File: config.mk
export PLATFORM = sky130hd
export DESIGN_NAME = pmcg_ctrl
export DESIGN_NICKNAME = d
export VERILOG_FILES = /design/src/pmcg_pkg.sv /design/src/pmcg_gear.sv /design/src/pmcg_ctrl.sv
export SDC_FILE = /design/constraint.sdc
export NUM_CORES = 1
export LEC_CHECK = 0
export BUFFER_PORTS_ARGS = -buffer_cell sky130_fd_sc_hd__buf_2
export CELL_PAD_IN_SITES_DETAIL_PLACEMENT = 1
export CELL_PAD_IN_SITES_GLOBAL_PLACEMENT = 1
export CORE_MARGIN = 8
export CORE_UTILIZATION = 36
export DETAILED_ROUTE_END_ITERATION = 6
export PLACE_DENSITY_LB_ADDON = 0.1
export SETUP_SLACK_MARGIN = 0.4
export SLEW_MARGIN = 20
export SYNTH_ARGS = -nofsm -noshare
export SYNTH_HDL_FRONTEND = slang
export SYNTH_HIERARCHICAL = 1
export SYNTH_SLANG_ARGS = --single-unit
File: constraint.sdc
create_clock -name clk_i -period 1.76 [get_ports clk_i]
set_input_delay 0.176 -clock clk_i [delete_from_list [all_inputs] [get_ports clk_i]]
set_output_delay 0.176 -clock clk_i [all_outputs]
set_load 0.01 [all_outputs]
File: src/pmcg_pkg.sv
// Purpose: shared constants and types for the power mode and clock gating block
// Assumes: one 20 MHz clock, all wake and oscillator inputs asynchronous
// Notes: wake groups and state codes live here
package pmcg_pkg;
    localparam int unsigned PMCG_CLK_HZ = 20000000;
    localparam logic [2:0] PMCG_GEAR_RST = 3'h0;
    localparam int PMCG_SYNC_W = 4;
    localparam int PMCG_PCLK_MODS = 17;
    localparam int PMCG_LS_MODS = 11;

    typedef enum logic [1:0] {
        PMCG_RUN = 2'b00,
        PMCG_HALT = 2'b01,
        PMCG_SLEEP = 2'b10
    } pmcg_state_t;

    // wake requests grouped by method
    typedef struct packed {
        logic port_irq;
        logic debug_break;
        logic lowspeed_irq;
        logic pclk_irq;
    } pmcg_wake_t;

    // oscillator sleep-stop bits
    typedef struct packed {
        logic low_speed_osc_sleep_stop;
        logic internal_osc_sleep_stop;
        logic high_speed_osc_sleep_stop;
    } pmcg_slpctl_t;

    typedef struct packed {
        logic low_speed_oscillator;
        logic internal_oscillator;
        logic high_speed_oscillator;
    } pmcg_osc_t;
endpackage : pmcg_pkg

File: src/pmcg_gear.sv
// Purpose: gear divider producing cpu enable pulses
// Assumes: ratio is 0..7 for divide by 1..8
// Notes: ratio is only taken at a period boundary
`timescale 1ns/100ps
`default_nettype none
module pmcg_gear (
    // clock and reset
    input wire logic clk_i,
    input wire logic rst_n_i,
    // control
    input wire logic run_i,
    input wire logic [2:0] ratio_i,
    // output
    output logic tick_o
);
    logic [2:0] count;
    logic [2:0] ratio;
    wire logic at_end = (count == ratio);

    always_ff @(posedge clk_i or negedge rst_n_i) begin
        if (!rst_n_i) begin
            count <= 3'h0;
            ratio <= pmcg_pkg::PMCG_GEAR_RST;
        end else if (run_i) begin
            // new ratio only at wrap, so no short cpu period
            if (at_end) begin
                count <= 3'h0;
                ratio <= ratio_i;
            end else begin
                count <= count + 3'h1;
            end
        end
    end

    always_ff @(posedge clk_i or negedge rst_n_i) begin
        if (!rst_n_i) begin
            tick_o <= 1'b0;
        end else begin
            tick_o <= run_i && at_end;
        end
    end
endmodule : pmcg_gear
`default_nettype wire

File: src/pmcg_ctrl.sv
// Purpose: halt and sleep control, cpu gear, peripheral clock gating
// Assumes: clocks are represented as one-cycle enables of clk_i
// Notes: osc status inputs are asynchronous and synchronised here
`timescale 1ns/100ps
`default_nettype none
// Notes on behaviour
// halt stops cpu clock; peripherals keep state and may keep running
// halt ends on interrupt from port or running peripheral
// cpu clock is system clock divided by one to eight
// software bit stops the shared peripheral clock only
// peripheral-clock modules stop whenever that clock is gated
// low-speed functions run without the peripheral clock
// in sleep each oscillator runs if its stop bit is 0, else halts
// port interrupt or debug break wakes from halt and sleep
// low-speed peripheral interrupts wake the cpu from halt, not from sleep
// peripheral-clock interrupts wake the cpu while that clock runs
// sleep allows port wake; halt allows more depending on gating
// sleep with stop bits stops clocks; only port wake restarts
// gear and gate change only on clock boundaries, no short pulse
module pmcg_ctrl (
    // clock and reset
    input wire logic clk_i,
    input wire logic rst_n_i,
    // cpu instructions, one-cycle pulses from the core
    input wire logic halt_req_i,
    input wire logic sleep_req_i,
    // configuration
    input wire logic [2:0] gear_ratio_i,
    input wire logic pclk_stop_i,
    input wire pmcg_pkg::pmcg_slpctl_t sleep_control_register_i,
    input wire pmcg_pkg::pmcg_osc_t osc_enable_i,
    // wake sources, asynchronous
    input wire pmcg_pkg::pmcg_wake_t wake_i,
    // clock enables and status
    output logic cpu_clk_en_o,
    output logic pclk_en_o,
    output logic lowspeed_en_o,
    output pmcg_pkg::pmcg_osc_t osc_run_o,
    output pmcg_pkg::pmcg_state_t state_o,
    output logic wake_o
);
    pmcg_pkg::pmcg_state_t state;
    pmcg_pkg::pmcg_state_t next_state;
    logic [pmcg_pkg::PMCG_SYNC_W-1:0] wake_s1;
    logic [pmcg_pkg::PMCG_SYNC_W-1:0] wake_s2;
    logic [2:0] osc_s1;
    logic [2:0] osc_s2;
    logic pclk_on;
    logic gear_tick;

    // two-stage synchronisers for wake and oscillator requests
    always_ff @(posedge clk_i or negedge rst_n_i) begin
        if (!rst_n_i) begin
            wake_s1 <= '0;
            wake_s2 <= '0;
            osc_s1 <= 3'h0;
            osc_s2 <= 3'h0;
        end else begin
            wake_s1 <= wake_i;
            wake_s2 <= wake_s1;
            osc_s1 <= osc_enable_i;
            osc_s2 <= osc_s1;
        end
    end

    wire logic port_wake = wake_s2[3] | wake_s2[2];
    wire logic ls_wake = wake_s2[1];
    wire logic pclk_wake = wake_s2[0] & pclk_on;
    wire logic halt_wake = port_wake | ls_wake | pclk_wake;
    wire logic sleep_wake = port_wake;
    wire logic in_run = (state == pmcg_pkg::PMCG_RUN);
    wire logic in_sleep = (state == pmcg_pkg::PMCG_SLEEP);

    // sleep stops oscillators whose stop bit is set
    wire logic [2:0] stop_bits = sleep_control_register_i;
    wire logic [2:0] next_osc = in_sleep ? (osc_s2 & ~stop_bits) : osc_s2;
    wire logic ls_running = next_osc[2];
    // peripheral clock runs in run and halt unless software stops it
    wire logic next_pclk_on = !pclk_stop_i && !in_sleep;

    always_comb begin
        next_state = state;
        case (state)
            pmcg_pkg::PMCG_RUN: begin
                if (sleep_req_i) begin
                    next_state = pmcg_pkg::PMCG_SLEEP;
                end else if (halt_req_i) begin
                    next_state = pmcg_pkg::PMCG_HALT;
                end
            end
            pmcg_pkg::PMCG_HALT: begin
                if (halt_wake) begin
                    next_state = pmcg_pkg::PMCG_RUN;
                end
            end
            pmcg_pkg::PMCG_SLEEP: begin
                if (sleep_wake) begin
                    next_state = pmcg_pkg::PMCG_RUN;
                end
            end
            default: begin
                next_state = pmcg_pkg::PMCG_RUN;
            end
        endcase
    end

    always_ff @(posedge clk_i or negedge rst_n_i) begin
        if (!rst_n_i) begin
            state <= pmcg_pkg::PMCG_RUN;
        end else begin
            state <= next_state;
        end
    end

    // cpu gear divider stops while halted or asleep
    pmcg_gear u_gear (
        .clk_i(clk_i),
        .rst_n_i(rst_n_i),
        .run_i(in_run),
        .ratio_i(gear_ratio_i),
        .tick_o(gear_tick)
    );

    // gate changes only on system clock edges, so pulses are whole
    always_ff @(posedge clk_i or negedge rst_n_i) begin
        if (!rst_n_i) begin
            pclk_on <= 1'b1;
            cpu_clk_en_o <= 1'b0;
            pclk_en_o <= 1'b0;
            lowspeed_en_o <= 1'b0;
            osc_run_o <= '0;
            state_o <= pmcg_pkg::PMCG_RUN;
            wake_o <= 1'b0;
        end else begin
            pclk_on <= next_pclk_on;
            cpu_clk_en_o <= gear_tick & in_run;
            pclk_en_o <= next_pclk_on;
            lowspeed_en_o <= ls_running;
            osc_run_o <= next_osc;
            state_o <= next_state;
            wake_o <= !in_run && (next_state == pmcg_pkg::PMCG_RUN);
        end
    end
endmodule : pmcg_ctrl
`default_nettype wire

==> impl_metrics.env, run 1 <==
export IMPL_clkSinkCount=30
export IMPL_finalHoldViolCount=0
export IMPL_synth_top_area_frac=0.678
export IMPL_grt_max_degree=31
export IMPL_finalMaxSlewViolations=0
export IMPL_nNetsFinal=140
export IMPL_die_w_um=70.5
export IMPL_worst_slew_pin_slew_ns=0.632
export IMPL_ys_seq_elements=30
export IMPL_rows=19
export IMPL_grt_pass1_wl_mm=3.80
export IMPL_finalSetupViolations=0
export IMPL_holdPathStages=2
export IMPL_nFillCells=287
export IMPL_p_leak_nw=0.713
export IMPL_postLayoutCellArea_sq_um=1470
export IMPL_synth_edff_count=0
export IMPL_grt_remaining_overflow=0
export IMPL_clk_latency_ns=0.32
export IMPL_htreeDepth=2
export IMPL_initial_core_util=0.385
export IMPL_synth_main_ff_cell="dfrtp_1"
export IMPL_drive_gt1_frac=0.410
export IMPL_post_synth_num_cell_types=31
export IMPL_relSlewSlack=0.578
export IMPL_finalPower_mw=1.98
export IMPL_die_area_sq_um=4970
export IMPL_reg2reg_depth=3
export IMPL_yosysWarnings=6
export IMPL_cp_end_kind="flip-flop"
export IMPL_status="completed"
export IMPL_dieHeight_um=70.5
export IMPL_arrival_ns=1.82
export IMPL_path_clk_slew_ns=0.09
export IMPL_syn_avg_cell_area_sq_um=14.5
export IMPL_critPathKind="flip-flop to flip-flop"
export IMPL_vdd_ir_drop_worst_mv=1.08
export IMPL_postPlaceCellArea_sq_um=1250
export IMPL_critical_path_required_ns=1.96
export IMPL_synthTopCellsByArea="dfrtp_1 68%, mux2_4 2.8%, dfstp_2 2.5%"
export IMPL_grt_setup_unrepaired="yes"
export IMPL_hold_path_class="input pin to flip-flop"
export IMPL_post_route_drc_count=0
export IMPL_multi_input_area_sq_um=299
export IMPL_crit_slowest_cell="or4_4"
export IMPL_timing_final_crit_period_ns=1.62
export IMPL_drt_wl_total_mm=2.23
export IMPL_antenna_found_initial=0
export IMPL_synthesis_area_sq_um=1070
export IMPL_ios=27
export IMPL_drt_iter0_drc=18
export IMPL_n_antenna_cell=0
export IMPL_grt_usage=0.100
export IMPL_max_freq_mhz=619
export IMPL_ys_seq_area_frac=0.703
export IMPL_area_growth_pct=37.0
export IMPL_drv_cap=0
export IMPL_cp_max_fo=3
export IMPL_io_buffers=26
export IMPL_powerDensity_nw_per_um2=1350
export IMPL_clockBufferDepth=2
export IMPL_avgViaCountPerCell=4.90
export IMPL_syn_inst=74
export IMPL_synthesis_nets=93
export IMPL_finalSetupTns_ns=0
export IMPL_crit_chain="xor2_1 -> or4_4 -> mux2_4"
export IMPL_finalCritPeriodShare=0.918
export IMPL_yosysMostFrequentCell="dfrtp_1"
export IMPL_cpLargestDelayFamily="simple AND/OR/NAND/NOR gates"
export IMPL_grt_pass1_vias=789
export IMPL_yosysTopAreaCell="dfrtp_1"
export IMPL_seqCellArea_sq_um=756
export IMPL_cts_buffers=5
export IMPL_cts_tree="done"
export IMPL_start_kind="flip-flop"
export IMPL_dr_pass1_iters=4
export IMPL_async_flop_share=1.00
export IMPL_path_depth=3
export IMPL_fin_skew_ns=0.0124
export IMPL_coreArea_sq_um=2780
export IMPL_post_drt_wl_per_cell_um=14.6
export IMPL_synth_common_cells="29 x dfrtp_1, 4 x inv_1, 3 x a21boi_0, 3 x nor3_1"
export IMPL_antenna_left=0
export IMPL_dp_hpwl_mm=1.44
export IMPL_via_count=750
export IMPL_crit_path_max_incr_delay_ns=0.58
export IMPL_cts_root_buffer="clkbuf_4"
export IMPL_gp_congestion=0.757
export IMPL_worst_path_buf_inv=0
[path summary, 6_finish.rpt]
check                                                 start              end  slack (ns)
worst max-delay path                        u_gear/count[0]  u_gear/ratio[2]        0.14
worst min-delay path            sleep_control_register_i[1]     osc_run_o[1]        0.02
worst max register to register              u_gear/count[0]  u_gear/ratio[2]        0.14
worst min register to register                   wake_s1[0]       wake_s2[0]        0.36
max in group asynchronous                           rst_n_i  u_gear/ratio[2]        0.91
min in group asynchronous                           rst_n_i  u_gear/ratio[1]        0.40
[power by group]
group | internal, mW | switching [mW] | total (mW)
logic | 0.265 | 0.260 | 0.525
clock network | 0.339 | 0.224 | 0.563
registers | 0.809 | 0.0840 | 0.893
total | 1.41 | 0.568 | 1.98
[placed cells by master (no fill, tap or decap), drive strengths merged, types with 2 or more instances in the layout]
master,n
dfrtp,29
buf,31
a21boi,3
nor3,3
nor2,2
o311ai,2
nand2,2
clkbuf,7
inv,5
o21ai,2
a211oi,2
mux2,2
dlygate4sd3,10
xor2,3
a21oi,3
[layout make-up]
type,count,area share
Clock buffer,7,0.0376
Clock inverter,1,0.0205
Inverter,5,0.0128
Multi-Input combinational cell,38,0.204
Sequential cell,30,0.516
Tap cell,31,0.0265
Timing Repair Buffer,41,0.183
[through the flow]
stage                     setup slack [ns]  utilization  instances  hold slack, ns
after floorplan                      0.192            -         74          -0.120
after global placement               0.174        0.448        131           0.240
after detailed placement             0.147        0.448        131           0.244
after CTS                            0.151        0.520        151        0.000349
after global routing                 0.115        0.527        153         0.00260
final                                0.144        0.527        153          0.0235
[registers in the layout, summed over array words and instances, names as in the netlist]
| register | cells |
|---|---|
| u_gear/ratio | 3 |
| pclk_on | 1 |
| osc_run_o | 3 |
| pclk_en_o | 1 |
| cpu_clk_en_o | 1 |
| u_gear/count | 3 |
| wake_o | 1 |
| u_gear/tick_o | 1 |
| osc_s2 | 3 |
| state_o | 2 |
| wake_s1 | 4 |
| wake_s2 | 4 |
| osc_s1 | 3 |
[routing by layer]
layer  vias up  wire (um)  global-route usage
met4         0         54              0.0603
met5         -          0                   0
met1       367        958               0.105
li1        355          -                   -
met3         6        138              0.0565
met2        22       1080               0.154
[cells by family after synthesis]
kind of cell,count (synthesis),share of synthesized area
AO/OA/AOI/OAI,15,0.104
XOR/XNOR,3,0.0316
adder cells (fa/ha/maj),1,0.0117
buffers and inverters,6,0.0246
flip-flops,30,0.703
multiplexers,2,0.0281
AND/OR/NAND/NOR,17,0.0971
[repair_timing]
action / in CTS / in global routing
pin swaps: 1 / 0
setup buffers: 2 / 2
endpoints found under the hold margin: 39 / 0
setup endpoints to repair: 3 / 5
gates cloned: 0 / 0
hold buffers: 10 / 0
gates resized for setup: 0 / 3
Power figures use the tool's default switching activity.
==> inputs of run 2 (changes only) <==
--- a/config.mk
+++ b/config.mk
@@ -9,7 +9,8 @@
 export CELL_PAD_IN_SITES_DETAIL_PLACEMENT = 1
 export CELL_PAD_IN_SITES_GLOBAL_PLACEMENT = 1
 export CORE_MARGIN = 8
-export CORE_UTILIZATION = 36
+export CORE_UTILIZATION = 43
+export CTS_BUF_LIST = sky130_fd_sc_hd__clkbuf_4
 export DETAILED_ROUTE_END_ITERATION = 6
 export PLACE_DENSITY_LB_ADDON = 0.1
 export SETUP_SLACK_MARGIN = 0.4
==> constraint.sdc (replaced) <==
create_clock -name clk_i -period 1.5 [get_ports clk_i]
set_input_delay 0.15 -clock clk_i [delete_from_list [all_inputs] [get_ports clk_i]]
set_output_delay 0.15 -clock clk_i [all_outputs]
set_load 0.01 [all_outputs]
==> impl_metrics.env, run 2 <==
export IMPL_status="stopped before the end"
export IMPL_haltStage="5_1_grt"
export IMPL_stop_error="[ERROR DPL-0033] detailed placement checks failed during check placement."
export IMPL_synthesis_nets=93
export IMPL_htreeDepth=2
export IMPL_synth_common_cells="29 x dfrtp_1, 4 x inv_1, 3 x a21boi_0, 3 x nor3_1"
export IMPL_synth_top_area_frac=0.678
export IMPL_worst_ep_kind="register data pin"
export IMPL_die_w_um=65.9
export IMPL_postGrtWorstEndpoint="u_gear/ratio[1]$_DFFE_PN0P_/D"
export IMPL_dp_cells=140
export IMPL_syn_inst=74
export IMPL_ys_seq_area_frac=0.703
export IMPL_yosysTopAreaCell="dfrtp_1"
export IMPL_cts_root_buffer="clkbuf_4"
export IMPL_initial_core_util=0.444
export IMPL_ios=27
export IMPL_io_buffers=26
export IMPL_synthesis_area_sq_um=1070
export IMPL_post_synth_num_cell_types=31
export IMPL_synthTopCellsByArea="dfrtp_1 68%, mux2_4 2.8%, dfstp_2 2.5%"
export IMPL_syn_avg_cell_area_sq_um=14.5
export IMPL_synth_main_ff_cell="dfrtp_1"
export IMPL_rows=18
export IMPL_grt_max_degree=31
export IMPL_clockBufferDepth=2
export IMPL_yosysWarnings=6
export IMPL_cts_buffers=5
export IMPL_clkSinkCount=30
export IMPL_dieHeight_um=65.9
export IMPL_gp_congestion=0.779
export IMPL_dp_hpwl_mm=1.61
export IMPL_yosysMostFrequentCell="dfrtp_1"
export IMPL_async_flop_share=1.00
export IMPL_ys_seq_elements=30
export IMPL_antenna_found_initial=1
export IMPL_synth_edff_count=0
[run 2: cell counts after synthesis]
Identical to the previous run, type by type.
[run 2: cells by family after synthesis]
| kind of cell | count (synthesis) | share of synthesized area |
|---|---|---|
| fa+ha+maj | 1 | 0.0117 |
| simple gates | 17 | 0.0971 |
| xor+xnor | 3 | 0.0316 |
| mux | 2 | 0.0281 |
| buf+inv | 6 | 0.0246 |
| flops | 30 | 0.703 |
| compound gates | 15 | 0.104 |
[run 2: repair_timing]
action	in CTS
hold buffers	12
resized for setup	22
hold endpoints to repair	41
cloned	0
pin swaps	8
buffers inserted	6
endpoints found under the setup margin	13
[run 2: through the flow]
stage	hold WS (ns)	setup slack, ns	TNS (ns)	area, sq um
after floorplan	-0.146	-0.0679	-0.136	1080
after global placement	0.199	-0.0284	-0.0548	1320
after detailed placement	0.208	-0.0488	-0.0893	1320
after CTS	0.0356	-0.0585	-0.106	1700
==> inputs of run 3 (changes only) <==
==> config.mk (replaced) <==
export PLATFORM = sky130hd
export DESIGN_NAME = pmcg_ctrl
export DESIGN_NICKNAME = d
export VERILOG_FILES = /design/src/pmcg_pkg.sv /design/src/pmcg_gear.sv /design/src/pmcg_ctrl.sv
export SDC_FILE = /design/constraint.sdc
export NUM_CORES = 1
export LEC_CHECK = 0
export BUFFER_PORTS_ARGS = -buffer_cell sky130_fd_sc_hd__buf_2
export CORE_AREA = 8 8 69 71
export DETAILED_ROUTE_END_ITERATION = 6
export DIE_AREA = 0 0 77 79
export PLACE_DENSITY_LB_ADDON = 0.15
export SLEW_MARGIN = 20
export SYNTH_ARGS = -nofsm -noshare
export SYNTH_HDL_FRONTEND = slang
export SYNTH_HIERARCHICAL = 1
export SYNTH_SLANG_ARGS = --single-unit
==> impl_metrics.env, run 3 (same netlist as run 1, synthesis figures left out) <==
export IMPL_critPathKind="flip-flop to flip-flop"
export IMPL_cts_root_buffer="clkbuf_8"
export IMPL_hold_path_class="input pin to flip-flop"
export IMPL_start_kind="flip-flop"
export IMPL_finalMaxSlewViolations=0
export IMPL_finalHoldViolCount=0
export IMPL_dieHeight_um=79
export IMPL_grt_usage=0.0821
export IMPL_postLayoutCellArea_sq_um=1540
export IMPL_timing_final_crit_period_ns=1.56
export IMPL_antenna_found_initial=0
export IMPL_postPlaceCellArea_sq_um=1350
export IMPL_status="finished with violations"
export IMPL_max_freq_mhz=642
export IMPL_coreArea_sq_um=3800
export IMPL_cts_buffers=5
export IMPL_p_leak_nw=0.751
export IMPL_finalPower_mw=2.44
export IMPL_path_depth=4
export IMPL_endpoint="u_gear/ratio[1]"
export IMPL_relSlewSlack=0.800
export IMPL_gp_congestion=0.803
export IMPL_crit_path_max_incr_delay_ns=0.56
export IMPL_die_w_um=77
export IMPL_final_cells=179
export IMPL_grt_setup_unrepaired="yes"
export IMPL_fin_hold_ws_ns=0.0489
export IMPL_reg2reg_depth=4
export IMPL_clockBufferDepth=2
export IMPL_nFillCells=386
export IMPL_setup_ws_ns=-0.0574
export IMPL_n_antenna_cell=0
export IMPL_reg2reg_from="state_o[1]"
export IMPL_crit_chain="nor2_4 -> inv_2 -> or4_4 -> mux2_4"
export IMPL_cp_max_fo=3
export IMPL_reg2reg_to="u_gear/ratio[1]"
export IMPL_critical_path_required_ns=1.67
export IMPL_dp_cells=161
export IMPL_grt_remaining_overflow=0
export IMPL_nNetsFinal=147
export IMPL_drive_gt1_frac=0.426
export IMPL_layout_commonest_cell="dfrtp_1"
export IMPL_antenna_left=0
export IMPL_grt_pass1_wl_mm=3.80
export IMPL_die_area_sq_um=6080
export IMPL_drv_cap=0
export IMPL_worst_path_buf_inv=1
export IMPL_drt_iter0_drc=39
export IMPL_pre_cts_ws_ns=-0.0467
export IMPL_crit_slowest_cell="or4_4"
export IMPL_vdd_ir_drop_worst_mv=0.603
export IMPL_area_growth_pct=44.1
export IMPL_finalSetupViolations=2
export IMPL_dp_hpwl_mm=1.65
export IMPL_rows=23
export IMPL_avgViaCountPerCell=4.27
export IMPL_dr_pass1_iters=4
export IMPL_initial_core_util=0.282
export IMPL_finalCritPeriodShare=1.04
export IMPL_drt_wl_total_mm=2.17
export IMPL_fin_skew_ns=0.0112
export IMPL_mostFrequentLayoutCells="28 x dfrtp_1, 26 x buf_2, 13 x buf_4"
export IMPL_largestRegisters="wake_s1: 4 flops, wake_s2: 4 flops"
export IMPL_arrival_ns=1.73
export IMPL_grt_max_degree=14
export IMPL_cpLargestDelayFamily="simple AND/OR/NAND/NOR gates"
export IMPL_path_clk_slew_ns=0.07
export IMPL_worst_slew_pin_slew_ns=0.295
export IMPL_violations="negative setup slack"
export IMPL_cp_startpoint="state_o[1]"
export IMPL_io_buffers=26
export IMPL_powerDensity_nw_per_um2=1580
export IMPL_cp_end_kind="flip-flop"
export IMPL_ios=27
export IMPL_clkSinkCount=30
export IMPL_reg2reg_slack_ns=-0.06
export IMPL_cts_tree="done"
export IMPL_htreeDepth=2
export IMPL_grt_pass1_vias=799
export IMPL_via_count=764
export IMPL_post_drt_wl_per_cell_um=12.1
export IMPL_clk_latency_ns=0.28
export IMPL_post_route_drc_count=0
run 3: layout make-up:
cell class	instances	area, sq um	area share
inverters	5	18.8	0.0122
multi-input cells	38	299	0.194
well taps	50	62.6	0.0406
flip-flops and latches	30	753	0.489
repair buffers	48	318	0.206
clock buffers	8	90.1	0.0584
run 3: worst min-delay path by stage:
stage	from	endpoint	slack, ns	depth (start not counted)
after floorplan	rst_n_i	cpu_clk_en_o	-0.15	0
after global placement	rst_n_i	wake_s1[2]	0.04	1
after detailed placement	rst_n_i	wake_s1[2]	0.05	1
after CTS	sleep_control_register_i[2]	osc_run_o[2]	0.04	2
after global routing	sleep_control_register_i[2]	osc_run_o[2]	0.03	2
final	sleep_control_register_i[2]	osc_run_o[2]	0.05	2
run 3: through the flow:
stage               setup TNS, ns  utilization
floorplan                  -0.136            -
CTS                        -0.106        0.406
global route               -0.229        0.406
global placement          -0.0721        0.356
finish                     -0.111        0.406
detailed placement        -0.0932        0.356
run 3: per-layer routing:
layer  wire length [um]  GRT usage  vias up
met1                964     0.0923      367
met4                 57     0.0509        0
li1                   -          -      367
met5                  0          0        -
met2                945      0.114       23
met3                200     0.0530        7
run 3: what timing repair did:
item / CTS / global route
resized for setup: 0 / 1
hold buffers: 9 / 0
setup buffers: 1 / 0
hold endpoints to repair: 18 / 0
pin swaps: 2 / 0
setup endpoints to repair: 2 / 3
run 3: where the power goes:
part | switching (mW) | internal (mW) | total, mW
clock network | 0.282 | 0.373 | 0.655
logic | 0.333 | 0.423 | 0.756
registers | 0.0813 | 0.948 | 1.03
total | 0.695 | 1.74 | 2.44
==> inputs of run 4 (changes only) <==
--- a/config.mk
+++ b/config.mk
@@ -6,9 +6,9 @@
 export NUM_CORES = 1
 export LEC_CHECK = 0
 export BUFFER_PORTS_ARGS = -buffer_cell sky130_fd_sc_hd__buf_2
-export CORE_AREA = 8 8 69 71
+export CORE_AREA = 2 2 63 65
 export DETAILED_ROUTE_END_ITERATION = 6
-export DIE_AREA = 0 0 77 79
+export DIE_AREA = 0 0 65 67
 export PLACE_DENSITY_LB_ADDON = 0.15
 export SLEW_MARGIN = 20
 export SYNTH_ARGS = -nofsm -noshare
==> constraint.sdc (replaced) <==
create_clock -name clk_i -period 1.9 [get_ports clk_i]
set_input_delay 0.19 -clock clk_i [delete_from_list [all_inputs] [get_ports clk_i]]
set_output_delay 0.19 -clock clk_i [all_outputs]
set_load 0.01 [all_outputs]
==> impl_metrics.env, run 4 (same netlist as run 1, synthesis figures left out) <==
export IMPL_hold_path_class="input pin to flip-flop"
export IMPL_ios=27
export IMPL_antenna_found_initial=0
export IMPL_drt_iter0_drc=47
export IMPL_initial_core_util=0.297
export IMPL_p_leak_nw=0.661
export IMPL_relSlewSlack=0.575
export IMPL_finalHoldViolCount=0
export IMPL_die_area_sq_um=4360
export IMPL_cts_root_buffer="clkbuf_8"
export IMPL_max_freq_mhz=605
export IMPL_antenna_left=0
export IMPL_critical_path_required_ns=2.06
export IMPL_drt_wl_total_mm=1.71
export IMPL_reg2reg_from="state_o[1]"
export IMPL_cts_buffers=5
export IMPL_clockBufferDepth=2
export IMPL_status="completed"
export IMPL_critPathKind="flip-flop to flip-flop"
export IMPL_layout_commonest_cell="dfrtp_1"
export IMPL_clkSinkCount=30
export IMPL_grt_max_degree=31
export IMPL_post_route_drc_count=0
export IMPL_mostFrequentLayoutCells="29 x dfrtp_1, 26 x buf_2, 5 x clkbuf_8"
export IMPL_reg2reg_depth=4
export IMPL_min_delay_start="osc_enable_i[0]"
export IMPL_arrival_ns=1.81
export IMPL_drive_gt1_frac=0.382
export IMPL_cp_startpoint="state_o[1]"
export IMPL_grt_pass1_wl_mm=2.97
export IMPL_cp_end_kind="flip-flop"
export IMPL_grt_pass1_vias=662
export IMPL_dr_pass1_iters=4
export IMPL_clk_latency_ns=0.27
export IMPL_dp_cells=148
export IMPL_finalSetupTns_ns=0
export IMPL_cp_max_fo=7
export IMPL_n_antenna_cell=0
export IMPL_area_growth_pct=27.4
export IMPL_grt_setup_unrepaired="no"
export IMPL_grt_usage=0.0979
export IMPL_drv_cap=0
export IMPL_start_kind="flip-flop"
export IMPL_fin_skew_ns=0.00632
export IMPL_holdPathStages=1
export IMPL_nNetsFinal=128
export IMPL_dp_hpwl_mm=1.20
export IMPL_reg2reg_slack_ns=0.25
export IMPL_finalSetupViolations=0
export IMPL_die_w_um=65
export IMPL_coreArea_sq_um=3610
export IMPL_powerDensity_nw_per_um2=1250
export IMPL_finalPower_mw=1.70
export IMPL_largestRegisters="wake_s1: 4 flops, wake_s2: 4 flops"
export IMPL_worst_slew_pin_slew_ns=0.638
export IMPL_htreeDepth=2
export IMPL_avgViaCountPerCell=4.22
export IMPL_final_cells=158
export IMPL_io_buffers=26
export IMPL_dieHeight_um=67
export IMPL_post_drt_wl_per_cell_um=10.8
export IMPL_cts_tree="done"
export IMPL_gp_congestion=0.757
export IMPL_grt_remaining_overflow=0
export IMPL_finalCritPeriodShare=0.869
export IMPL_timing_final_crit_period_ns=1.65
export IMPL_rows=22
export IMPL_post_cts_resized=0
export IMPL_min_to="osc_s1[0]"
export IMPL_reg2reg_to="u_gear/ratio[2]"
export IMPL_finalMaxSlewViolations=0
export IMPL_via_count=666
export IMPL_vdd_ir_drop_worst_mv=0.364
export IMPL_path_clk_slew_ns=0.06
==> run 4: cell types whose count changed in the layout (fill, tap and decap cells not counted), sizes merged <==
cell / delta
clkinv: +2
clkbuf: -2
buf: -12
dlygate4sd3: -7
==> run 4: worst max path at each step <==
stage | depth (start not counted) | endpoint
detailed placement | 4 | u_gear/ratio[1]
global placement | 4 | u_gear/ratio[1]
finish | 4 | u_gear/ratio[2]
floorplan | 4 | u_gear/ratio[1]
CTS | 4 | u_gear/ratio[2]
global route | 4 | u_gear/ratio[1]
==> run 4: stage by stage <==
| stage | util | setup WS [ns] | hold WS, ns | cell area (sq um) |
|---|---|---|---|---|
| 6_report | 0.378 | 0.248 | 0.0178 | 1360 |
| 3_5_place_dp | 0.349 | 0.243 | 0.251 | 1260 |
| 4_1_cts | 0.375 | 0.238 | 0.00297 | 1350 |
| 2_1_floorplan | - | 0.00444 | -0.106 | 1070 |
| 3_3_place_gp | 0.349 | 0.267 | 0.249 | 1260 |
| 5_1_grt | 0.378 | 0.159 | 0.000748 | 1360 |
==> run 4: layout make-up <==
class | count | area, sq um
Multi-Input combinational cell | 38 | 292
Fill cell | 369 | 2240
Clock inverter | 2 | 10.0
Tap cell | 48 | 60.1
Clock buffer | 6 | 72.6
Sequential cell | 30 | 752
Timing Repair Buffer | 29 | 158
Inverter | 5 | 18.8
==> run 4: routing by layer <==
layer / global-route usage / up-vias / routed length, um
met5: 0 / - / 0
met1: 0.113 / 315 / 781
met4: 0.0718 / 0 / 34
li1: - / 327 / -
met2: 0.142 / 22 / 767
met3: 0.0456 / 2 / 126
==> run 4: power breakdown <==
group | internal (mW) | switching [mW] | total (mW)
sequential | 0.748 | 0.0838 | 0.832
clock | 0.253 | 0.211 | 0.464
combinational | 0.200 | 0.202 | 0.402
total | 1.20 | 0.496 | 1.70
==> run 4: timing repair <==
item	in CTS	in global routing
hold endpoints to repair	29	1
hold buffers	1	1
buffers inserted	0	0
==> run 4: critical path, cell delays in order (launching register included) <==
cell	delay (ns)
dfrtp_1	0.43
nor2_1	0.19
inv_2	0.05
or4_4	0.56
mux2_4	0.31
